==> config.mk <==
export PLATFORM = sky130hd
export DESIGN_NAME = comparator_and_dac_control
export DESIGN_NICKNAME = d
export VERILOG_FILES = /design/src/logic/cmp_dac_pkg.sv /design/src/logic/comparator_and_dac_control.sv
export VERILOG_INCLUDE_DIRS = /design/src /design/src/logic
export SDC_FILE = /design/constraint.sdc
export NUM_CORES = 1
export LEC_CHECK = 0
export BUFFER_PORTS_ARGS = -buffer_cell sky130_fd_sc_hd__buf_2
export CAP_MARGIN = 20
export CORE_ASPECT_RATIO = 0.9
export CORE_MARGIN = 2
export CORE_UTILIZATION = 30
export DETAILED_ROUTE_END_ITERATION = 8
export SLEW_MARGIN = 20
export SYNTH_ARGS = -nofsm -noshare
export SYNTH_HDL_FRONTEND = slang
export SYNTH_SLANG_ARGS = --single-unit
==> constraint.sdc <==
create_clock -name pclk -period 8.2 [get_ports pclk]
set_input_delay 1.64 -clock pclk [delete_from_list [all_inputs] [get_ports pclk]]
set_output_delay 1.64 -clock pclk [all_outputs]
set_load 0.02 [all_outputs]
==> src/logic/cmp_dac_cfg.svh <==
// Offsets, field positions, reset values and timing for the comparator/DAC block
//
// Summary of operation
// - DAC is powered only while its power flag, bit 7 of control zero, is 1.
// - DAC pin drive flag routes the DAC level onto the DAC output pin.
// - Upper reference select: 00 supply, 01 external reference, 10 second buffer.
// - DAC level comes from the five-bit level field, reset to zero.
// - Unimplemented DAC register bits read zero and ignore writes.
// - Comparator-on flag runs the comparator; clearing it shuts it down.
// - Two-bit positive channel field picks pin, DAC, second buffer or ground.
// - With the comparator off, all its inputs are disconnected.
// - Three-bit negative channel field picks the inverting input source.
// - Result readable in control zero and in the shared result register.
// - Result drives its pin only when direction is output and comparator on.
// - Synchronized result copy goes to the ADC and the gated timer.
// - Unsynchronized result copy goes to the waveform unit.
// - Internal result latched once per instruction cycle; pin output unlatched.
`ifndef CMP_DAC_CFG_SVH
`define CMP_DAC_CFG_SVH
`define DAC_CTRL0_OFS   12'h000
`define DAC_LEVEL_OFS   12'h004
`define CMP_CTRL0_OFS   12'h008
`define CMP_CTRL1_OFS   12'h00c
`define CMP_SHARED_OFS  12'h010
`define PIN_CTRL_OFS    12'h014
`define DAC_POWER_BIT   7
`define DAC_DRIVE_BIT   5
`define DAC_REF_LSB     2
`define CMP_ON_BIT      7
`define CMP_RESULT_BIT  6
`define PIN_DIR_BIT     0
`define PIN_ANALOG_SELECT_BIT_BIT   1
`define CTRL_RESET      8'h00
`define PIN_RESET       2'h3
`define INSN_DIV        2'h3
`endif

==> src/logic/cmp_dac_pkg.sv <==
// Types for the comparator/DAC block
package cmp_dac_pkg;
    typedef enum logic [1:0] {
        REF_SUPPLY   = 2'h0,
        REF_EXT_PIN  = 2'h1,
        REF_FIXED    = 2'h2,
        REF_RESERVED = 2'h3
    } dac_ref_e;
    typedef enum logic [1:0] {
        POS_PIN    = 2'h0,
        POS_DAC    = 2'h1,
        POS_FIXED  = 2'h2,
        POS_GROUND = 2'h3
    } pos_chan_e;
    typedef enum logic [2:0] {
        NEG_PIN_A  = 3'h0,
        NEG_PIN_B  = 3'h1,
        NEG_DAC    = 3'h2,
        NEG_FIXED  = 3'h3,
        NEG_GROUND = 3'h4
    } neg_chan_e;
    typedef logic [7:0] level_t;
endpackage

==> src/logic/comparator_and_dac_control.sv <==
// Comparator and reference DAC control with APB registers
`timescale 1ns/1ps
`include "cmp_dac_cfg.svh"

module comparator_and_dac_control (
    input  wire logic                pclk,
    input  wire logic                presetn,
    input  wire logic                psel,
    input  wire logic                penable,
    input  wire logic                pwrite,
    input  wire logic [11:0]         paddr,
    input  wire logic [31:0]         pwdata,
    output logic      [31:0]         prdata,
    output logic                     pready,
    output logic                     pslverr,
    input  wire cmp_dac_pkg::level_t supply_level,
    input  wire cmp_dac_pkg::level_t ext_ref_level,
    input  wire cmp_dac_pkg::level_t fixed_reference_second_buffer,
    input  wire cmp_dac_pkg::level_t positive_analog_pin,
    input  wire cmp_dac_pkg::level_t negative_pin_a,
    input  wire cmp_dac_pkg::level_t negative_pin_b,
    output cmp_dac_pkg::level_t      reference_dac_level,
    output cmp_dac_pkg::level_t      dac_output_pin,
    output logic                     dac_output_pin_oe,
    output logic                     dac_powered,
    output logic                     comparator_powered,
    output logic                     positive_input_connected,
    output logic                     negative_input_connected,
    output logic                     result_synchronized,
    output logic                     result_unsynchronized,
    output logic                     comparator_pin_out,
    output logic                     comparator_pin_oe,
    output logic                     analog_select_bit
);

    logic [7:0]  dac_control_zero_q;
    logic [4:0]  dac_level_field_q;
    logic        comparator_on_flag_q;
    logic [2:0]  negative_channel_field_q;
    logic [1:0]  positive_channel_field_q;
    logic        pin_direction_bit_q;
    logic        analog_select_q;
    logic [1:0]  insn_cnt_q;
    logic        insn_tick;
    logic        result_latch_q;
    logic        setup;
    logic        wr_en;
    logic        mapped;
    logic [31:0] rd_d;
    logic        dac_power_flag;
    logic        dac_pin_drive_flag;
    logic [1:0]  dac_upper_ref_select;
    logic [7:0]  upper_ref;
    logic [12:0] dac_product;
    logic [7:0]  dac_level_d;
    logic [7:0]  pos_level;
    logic [7:0]  neg_level;
    logic        compare_raw;
    logic        shared_result_bit;
    logic        wr_dac_ctrl0;
    logic        wr_dac_level;
    logic        wr_cmp_ctrl0;
    logic        wr_cmp_ctrl1;
    logic        wr_pin_ctrl;

    assign setup = psel & ~penable;
    assign wr_en = psel & penable & pready & pwrite;

    // Per-register write strobes, high only in the committing access cycle
    assign wr_dac_ctrl0 = wr_en & (paddr == `DAC_CTRL0_OFS);
    assign wr_dac_level = wr_en & (paddr == `DAC_LEVEL_OFS);
    assign wr_cmp_ctrl0 = wr_en & (paddr == `CMP_CTRL0_OFS);
    assign wr_cmp_ctrl1 = wr_en & (paddr == `CMP_CTRL1_OFS);
    assign wr_pin_ctrl  = wr_en & (paddr == `PIN_CTRL_OFS);

    assign dac_power_flag       = dac_control_zero_q[`DAC_POWER_BIT];
    assign dac_pin_drive_flag   = dac_control_zero_q[`DAC_DRIVE_BIT];
    assign dac_upper_ref_select = dac_control_zero_q[`DAC_REF_LSB +: 2];

    // Address decode
    always_comb begin
        case (paddr)
            `DAC_CTRL0_OFS, `DAC_LEVEL_OFS, `CMP_CTRL0_OFS,
            `CMP_CTRL1_OFS, `CMP_SHARED_OFS, `PIN_CTRL_OFS: mapped = 1'b1;
            default: mapped = 1'b0;
        endcase
    end

    // Read mux
    always_comb begin
        rd_d = 32'h0;
        case (paddr)
            `DAC_CTRL0_OFS: begin
                rd_d[7:0] = dac_control_zero_q;
            end
            `DAC_LEVEL_OFS: begin
                rd_d[4:0] = dac_level_field_q;
            end
            `CMP_CTRL0_OFS: begin
                rd_d[`CMP_ON_BIT] = comparator_on_flag_q;
                rd_d[`CMP_RESULT_BIT] = result_latch_q;
                rd_d[2:0] = negative_channel_field_q;
            end
            `CMP_CTRL1_OFS: begin
                rd_d[1:0] = positive_channel_field_q;
            end
            `CMP_SHARED_OFS: begin
                rd_d[0] = shared_result_bit;
            end
            `PIN_CTRL_OFS: begin
                rd_d[`PIN_DIR_BIT] = pin_direction_bit_q;
                rd_d[`PIN_ANALOG_SELECT_BIT_BIT] = analog_select_q;
            end
            default: begin
                rd_d = 32'h0;
            end
        endcase
    end

    assign shared_result_bit = result_latch_q;

    // Bus answer one access cycle after setup
    always_ff @(posedge pclk or negedge presetn) begin
        if (!presetn) begin
            pready  <= 1'b0;
            pslverr <= 1'b0;
        end else begin
            pready  <= setup;
            // Unmapped offsets answer with an error and have no effect
            pslverr <= setup & ~mapped;
        end
    end

    // Read data captured at setup, held until the next read
    always_ff @(posedge pclk or negedge presetn) begin
        if (!presetn) begin
            prdata <= 32'h0;
        end else if (setup && !pwrite) begin
            prdata <= rd_d;
        end
    end

    always_ff @(posedge pclk or negedge presetn) begin
        if (!presetn) begin
            dac_control_zero_q <= `CTRL_RESET;
        end else if (wr_dac_ctrl0) begin
            dac_control_zero_q <= pwdata[7:0] & 8'hac;
        end
    end

    always_ff @(posedge pclk or negedge presetn) begin
        if (!presetn) begin
            dac_level_field_q <= 5'h00;
        end else if (wr_dac_level) begin
            dac_level_field_q <= pwdata[4:0];
        end
    end

    always_ff @(posedge pclk or negedge presetn) begin
        if (!presetn) begin
            comparator_on_flag_q     <= 1'b0;
            negative_channel_field_q <= 3'h0;
        end else if (wr_cmp_ctrl0) begin
            // Result bit is read-only, its write data is dropped
            comparator_on_flag_q     <= pwdata[`CMP_ON_BIT];
            negative_channel_field_q <= pwdata[2:0];
        end
    end

    always_ff @(posedge pclk or negedge presetn) begin
        if (!presetn) begin
            positive_channel_field_q <= 2'h0;
        end else if (wr_cmp_ctrl1) begin
            positive_channel_field_q <= pwdata[1:0];
        end
    end

    // Pin direction, reset to input
    always_ff @(posedge pclk or negedge presetn) begin
        if (!presetn) begin
            pin_direction_bit_q <= 1'b1;
        end else if (wr_pin_ctrl) begin
            pin_direction_bit_q <= pwdata[`PIN_DIR_BIT];
        end
    end

    // Analog select, reset to analog
    always_ff @(posedge pclk or negedge presetn) begin
        if (!presetn) begin
            analog_select_q <= 1'b1;
        end else if (wr_pin_ctrl) begin
            analog_select_q <= pwdata[`PIN_ANALOG_SELECT_BIT_BIT];
        end
    end

    always_comb begin
        case (dac_upper_ref_select)
            cmp_dac_pkg::REF_SUPPLY:  upper_ref = supply_level;
            cmp_dac_pkg::REF_EXT_PIN: upper_ref = ext_ref_level;
            cmp_dac_pkg::REF_FIXED:   upper_ref = fixed_reference_second_buffer;
            default:                  upper_ref = 8'h00;
        endcase
    end

    // level scaled by field over 32
    assign dac_product = 13'(upper_ref * dac_level_field_q);
    assign dac_level_d = dac_power_flag ? dac_product[12:5] : 8'h00;

    always_comb begin
        case (positive_channel_field_q)
            cmp_dac_pkg::POS_PIN:   pos_level = positive_analog_pin;
            cmp_dac_pkg::POS_DAC:   pos_level = dac_level_d;
            cmp_dac_pkg::POS_FIXED: pos_level = fixed_reference_second_buffer;
            default:                pos_level = 8'h00;
        endcase
    end

    always_comb begin
        case (negative_channel_field_q)
            cmp_dac_pkg::NEG_PIN_A: neg_level = negative_pin_a;
            cmp_dac_pkg::NEG_PIN_B: neg_level = negative_pin_b;
            cmp_dac_pkg::NEG_DAC:   neg_level = dac_level_d;
            cmp_dac_pkg::NEG_FIXED: neg_level = fixed_reference_second_buffer;
            default:                neg_level = 8'h00;
        endcase
    end

    assign compare_raw = comparator_on_flag_q & (pos_level > neg_level);

    // Instruction cycle divider
    always_ff @(posedge pclk or negedge presetn) begin
        if (!presetn) begin
            insn_cnt_q <= 2'h0;
        end else begin
            insn_cnt_q <= insn_cnt_q + 2'h1;
        end
    end

    assign insn_tick = (insn_cnt_q == `INSN_DIV);

    always_ff @(posedge pclk or negedge presetn) begin
        if (!presetn) begin
            result_latch_q <= 1'b0;
        end else if (insn_tick) begin
            result_latch_q <= compare_raw;
        end
    end

    always_ff @(posedge pclk or negedge presetn) begin
        if (!presetn) begin
            dac_powered         <= 1'b0;
            reference_dac_level <= 8'h00;
        end else begin
            dac_powered         <= dac_power_flag;
            // Level already forced to zero while unpowered
            reference_dac_level <= dac_level_d;
        end
    end

    always_ff @(posedge pclk or negedge presetn) begin
        if (!presetn) begin
            dac_output_pin    <= 8'h00;
            dac_output_pin_oe <= 1'b0;
        end else begin
            // Released pin shows zero, never a stale level
            dac_output_pin    <= dac_pin_drive_flag ? dac_level_d : 8'h00;
            dac_output_pin_oe <= dac_pin_drive_flag;
        end
    end

    always_ff @(posedge pclk or negedge presetn) begin
        if (!presetn) begin
            comparator_powered <= 1'b0;
        end else begin
            comparator_powered <= comparator_on_flag_q;
        end
    end

    always_ff @(posedge pclk or negedge presetn) begin
        if (!presetn) begin
            positive_input_connected <= 1'b0;
            negative_input_connected <= 1'b0;
        end else begin
            positive_input_connected <= comparator_on_flag_q;
            negative_input_connected <= comparator_on_flag_q;
        end
    end

    always_ff @(posedge pclk or negedge presetn) begin
        if (!presetn) begin
            result_synchronized <= 1'b0;
        end else begin
            result_synchronized <= result_latch_q;
        end
    end

    always_ff @(posedge pclk or negedge presetn) begin
        if (!presetn) begin
            result_unsynchronized <= 1'b0;
        end else begin
            result_unsynchronized <= compare_raw;
        end
    end

    always_ff @(posedge pclk or negedge presetn) begin
        if (!presetn) begin
            comparator_pin_out <= 1'b0;
            comparator_pin_oe  <= 1'b0;
        end else begin
            // Data follows the raw compare, only the enable is gated
            comparator_pin_out <= compare_raw;
            comparator_pin_oe  <= ~pin_direction_bit_q & comparator_on_flag_q;
        end
    end

    // Analog select mirrored for the pad
    always_ff @(posedge pclk or negedge presetn) begin
        if (!presetn) begin
            analog_select_bit <= 1'b1;
        end else begin
            analog_select_bit <= analog_select_q;
        end
    end

endmodule

==> run summary <==
Setup total negative slack on the finished layout was measured at 0 ns. The analysis attributes to cell leakage a power of 2.54 nW. The internal portion of the total power is 435 uW. For the maximum clock insertion buffer count, the log shows 2.

The repair_antennas step left the layout with diodes totalling 0. For this design, the CTS-stage hold fixing added 0 buffers. The width of the die was 130 um. In this run the count of I/O pins placed on the die edge is 157.

Max-cap violations in this run came to 0. The power per cell area came out at 115 nW/um^2. The run finished with clean final reports.

After synthesis, the share of flip-flops with an asynchronous set or reset is 100%. Counting flops with a built-in enable in the synthesized netlist gives 0. The core region is 14,000 sq um.

Headroom to the max-slew limit came out at 41.0%. Once detail routing completed, the nets flagged for antenna violations numbered 0. The H-tree generated during clock tree synthesis spans 2 levels. In this run switching power makes up 25.2% of total power. In this run, the number of DRC markers left after iteration 0 of detailed routing was 220.

Number of antenna violations at the first check in global routing: 0. The quantity of gates resized following cts came out at 0. After detailed routing, the average wire length per cell comes to 15.1 um.

Of the cells placed in the final design, the portion with a size suffix greater than 1 is 26.0%. The die is 118 um tall. Entering global routing, the biggest net connects 54 pins. Static timing analysis puts the maximum clock frequency at 141 MHz. Row generation in the floorplan step produced 41 rows. Once layout is complete, the cells apart from fillers number 746.

Buffers placed on the I/O ports in this run total 107. Detailed placement ended at an HPWL of 9230 um. For the final database, setup skew stands at 0.0103 ns. The average vias per placed instance was 4.80. After detailed routing, the number of remaining DRC violations is 0. The count of clock tree sinks is 53.

After technology mapping, the gate count stands at 460. Synthesis inferred 53 register bits. At the later pin of the worst-skew pair, clock insertion delay measures 0.30 ns.

The max-slew violation count is 0, and the flop-to-flop setup slack is 1.61 ns. Detailed routing inserted a total of 3,579 vias. Sort of element at the end of the critical path: a flop. The worst setup path is launched from an input port.

The first global-routing pass estimated 18,700 um of wire. The tools report the number of inserted filler cells in the final layout as 1,452. The tools report the total die area as 15,300 sq um. After detailed placement, the total cell area comes to 4890 sq um. The logs give 15.3% for the total global routing track utilization and 4300 sq um for the synthesized cell area. The via count of the first global-routing pass came out at 3,657. The run gives 738 as the placed cell count.

In this run the power spent charging and discharging nets is 147 uW. Clock input transition at the sequential cells of the worst setup and hold paths: 0.07 ns. The synthesized netlist contains 58 unique library cells.

Largest voltage drop on the vdd net: 0.108 mV. The critical path is of the in2reg type. The final wirelength is 11,300 um, and the iteration count of the initial detailed-routing pass is 4.

The worst path uses 86.5% of the clock period. The clock network fraction of design power was 42.2%; the fraction of power consumed by combinational cells was 11.9%. After routing the design area is 5060 sq um. Buffers inserted during clock tree synthesis total 5. The logs give 0 for the total grt overflow and 694 for the post-layout net count. The congestion estimate from routability-driven global placement came to 0.909. TritonCTS built the clock tree.

Minimum period implied by the final worst setup slack: 7.09 ns. The area growth from synthesis to layout is 17.7%. In the synthesized netlist the dominant register cell turns out to be dfrtp_1.

The final-report hold violation count is 0. The biggest fanout along the worst timing path works out to 7. The slew at the pin closest to its max-slew limit is 0.881 ns, and the sequential fraction of the synthesis area is 30.9%.

Yosys printed 0 warnings. Data arrives at the worst endpoint at 7.27 ns. The sequential cell fraction of total power was 45.9%; the mean cell area of the mapped netlist was 9.35 sq um. The run gives 30.7% as the starting utilization of the core area. In this run the clock root is driven by a clkbuf_16.

The path category of the worst min-delay check was reg2reg. Critical path required time: 8.38 ns. The number of setup buffers added after CTS is 0. Setup repair after global routing left no endpoint under its margin. Setup violations remaining at the end of the flow were counted as 0.
==> synthesized netlist by cell type, drive strengths merged, types with 5 or more instances <==
cell type  instances  area [sq um]
inv               42           158
and2              29           181
nand2             36           135
dfrtp             50          1250
mux2              20           240
nor2b              5          31.3
o21ai             20           100
nand3              7          40.0
fa                17           340
clkbuf            11          41.3
ha                28           350
nor2              22          82.6
mux2i             31           310
buf               35           238
nand4              6          37.5
nor4               5          37.5
a21oi             26           130
nand2b             8          50.1
==> layout make-up <==
| cell class | instances | area, sq um | area share (%) |
|---|---|---|---|
| Clock inverter | 2 | 38.8 | 0.767 |
| Clock buffer | 6 | 129 | 2.55 |
| Timing Repair Buffer | 108 | 543 | 10.7 |
| Sequential cell | 53 | 1330 | 26.3 |
| Inverter | 42 | 158 | 3.12 |
| Multi-Input combinational cell | 342 | 2620 | 51.8 |
| Tap cell | 193 | 241 | 4.77 |
==> logic make-up after synthesis <==
logic type / Yosys count / share of synthesized area, %
AO/OA/AOI/OAI: 78 / 11.5
buffers and inverters: 88 / 10.2
multiplexers: 51 / 12.8
AND/OR/NAND/NOR: 141 / 17.9
adder cells (fa/ha/maj): 45 / 16.1
flip-flops: 53 / 30.9
XOR/XNOR: 3 / 0.611
other: 1 / 0.0872
==> metrics by stage <==
| step | worst slack (ns) | power, mW | hold slack, ns | utilization (%) |
|---|---|---|---|---|
| after floorplan | 1.76 | 0.314 | 0.359 | - |
| after global placement | 0.964 | 0.339 | 0.372 | 34.9 |
| after detailed placement | 0.910 | 0.341 | 0.376 | 34.9 |
| after CTS | 1.18 | 0.586 | 0.386 | 36.1 |
| after global routing | 0.752 | 0.605 | 0.389 | 36.1 |
| final | 1.11 | 0.581 | 0.382 | 36.1 |
==> critical path: stages <==
cell	delay, ns
buf_2	0.10
mux2i_1	0.09
o21ai_0	0.53
and2_1	0.23
fa_1	0.44
fa_1	0.54
inv_1	0.05
fa_1	0.54
inv_1	0.05
ha_1	0.37
o21ai_0	0.13
a21oi_1	0.23
o21ai_0	0.17
o21bai_1	0.28
mux2_2	0.37
a221o_1	0.32
ha_1	0.19
a21oi_1	0.14
nor2b_1	0.05
o21ai_0	0.13
nand2b_1	0.11
o221a_2	0.27
mux2_2	0.27
==> worst paths after layout <==
check,depth (start not counted),from,to
worst max-delay path,23,fixed_reference_second_buffer[3],result_latch_q
min in group asynchronous,2,presetn,dac_output_pin[5]
worst min-delay path,0,analog_select_q,analog_select_bit
max in group asynchronous,2,presetn,prdata[7]
worst max register to register,22,dac_control_zero_q[3],result_latch_q
worst min register to register,0,analog_select_q,analog_select_bit
==> flip-flops by register name (all words and copies together) (netlist names), 2 cells and up <==
| register | cells |
|---|---|
| dac_level_field_q | 5 |
| dac_output_pin | 8 |
| dac_control_zero_q | 4 |
| prdata | 8 |
| insn_cnt_q | 2 |
| negative_channel_field_q | 3 |
| positive_channel_field_q | 2 |
| reference_dac_level | 8 |
==> metal layers <==
layer	GRT usage, %	share of wire [%]	vias up
li1	-	-	1720
met1	21.4	47	1727
met2	23.8	44	116
met3	3.86	6.9	16
met4	3.36	2.2	0
met5	0	0	-
==> power groups by stage <==
| stage | Combinational [mW] | Clock, mW | Sequential (mW) |
|---|---|---|---|
| 3_3_place_gp | 0.0672 | 0 | 0.272 |
| 3_5_place_dp | 0.0689 | 0 | 0.272 |
| 2_1_floorplan | 0.0371 | 0 | 0.276 |
| 5_1_grt | 0.0758 | 0.262 | 0.267 |
| 4_1_cts | 0.0692 | 0.250 | 0.267 |
| 6_report | 0.0689 | 0.245 | 0.267 |
==> cells in the final DEF (no fill, tap or decap), types with 5 or more instances in the layout <==
cell / instances
and2_1: 29
ha_1: 28
inv_1: 42
o21ai_0: 18
mux2i_1: 31
clkbuf_16: 5
nor2_1: 22
dfrtp_1: 50
fa_1: 17
mux2_2: 16
nand3_1: 6
conb_1: 24
nor2b_1: 5
nand2b_1: 8
buf_2: 107
nand2_1: 36
a21oi_1: 26
nand4_1: 6
Note: power is estimated with default switching activity, not from simulation.
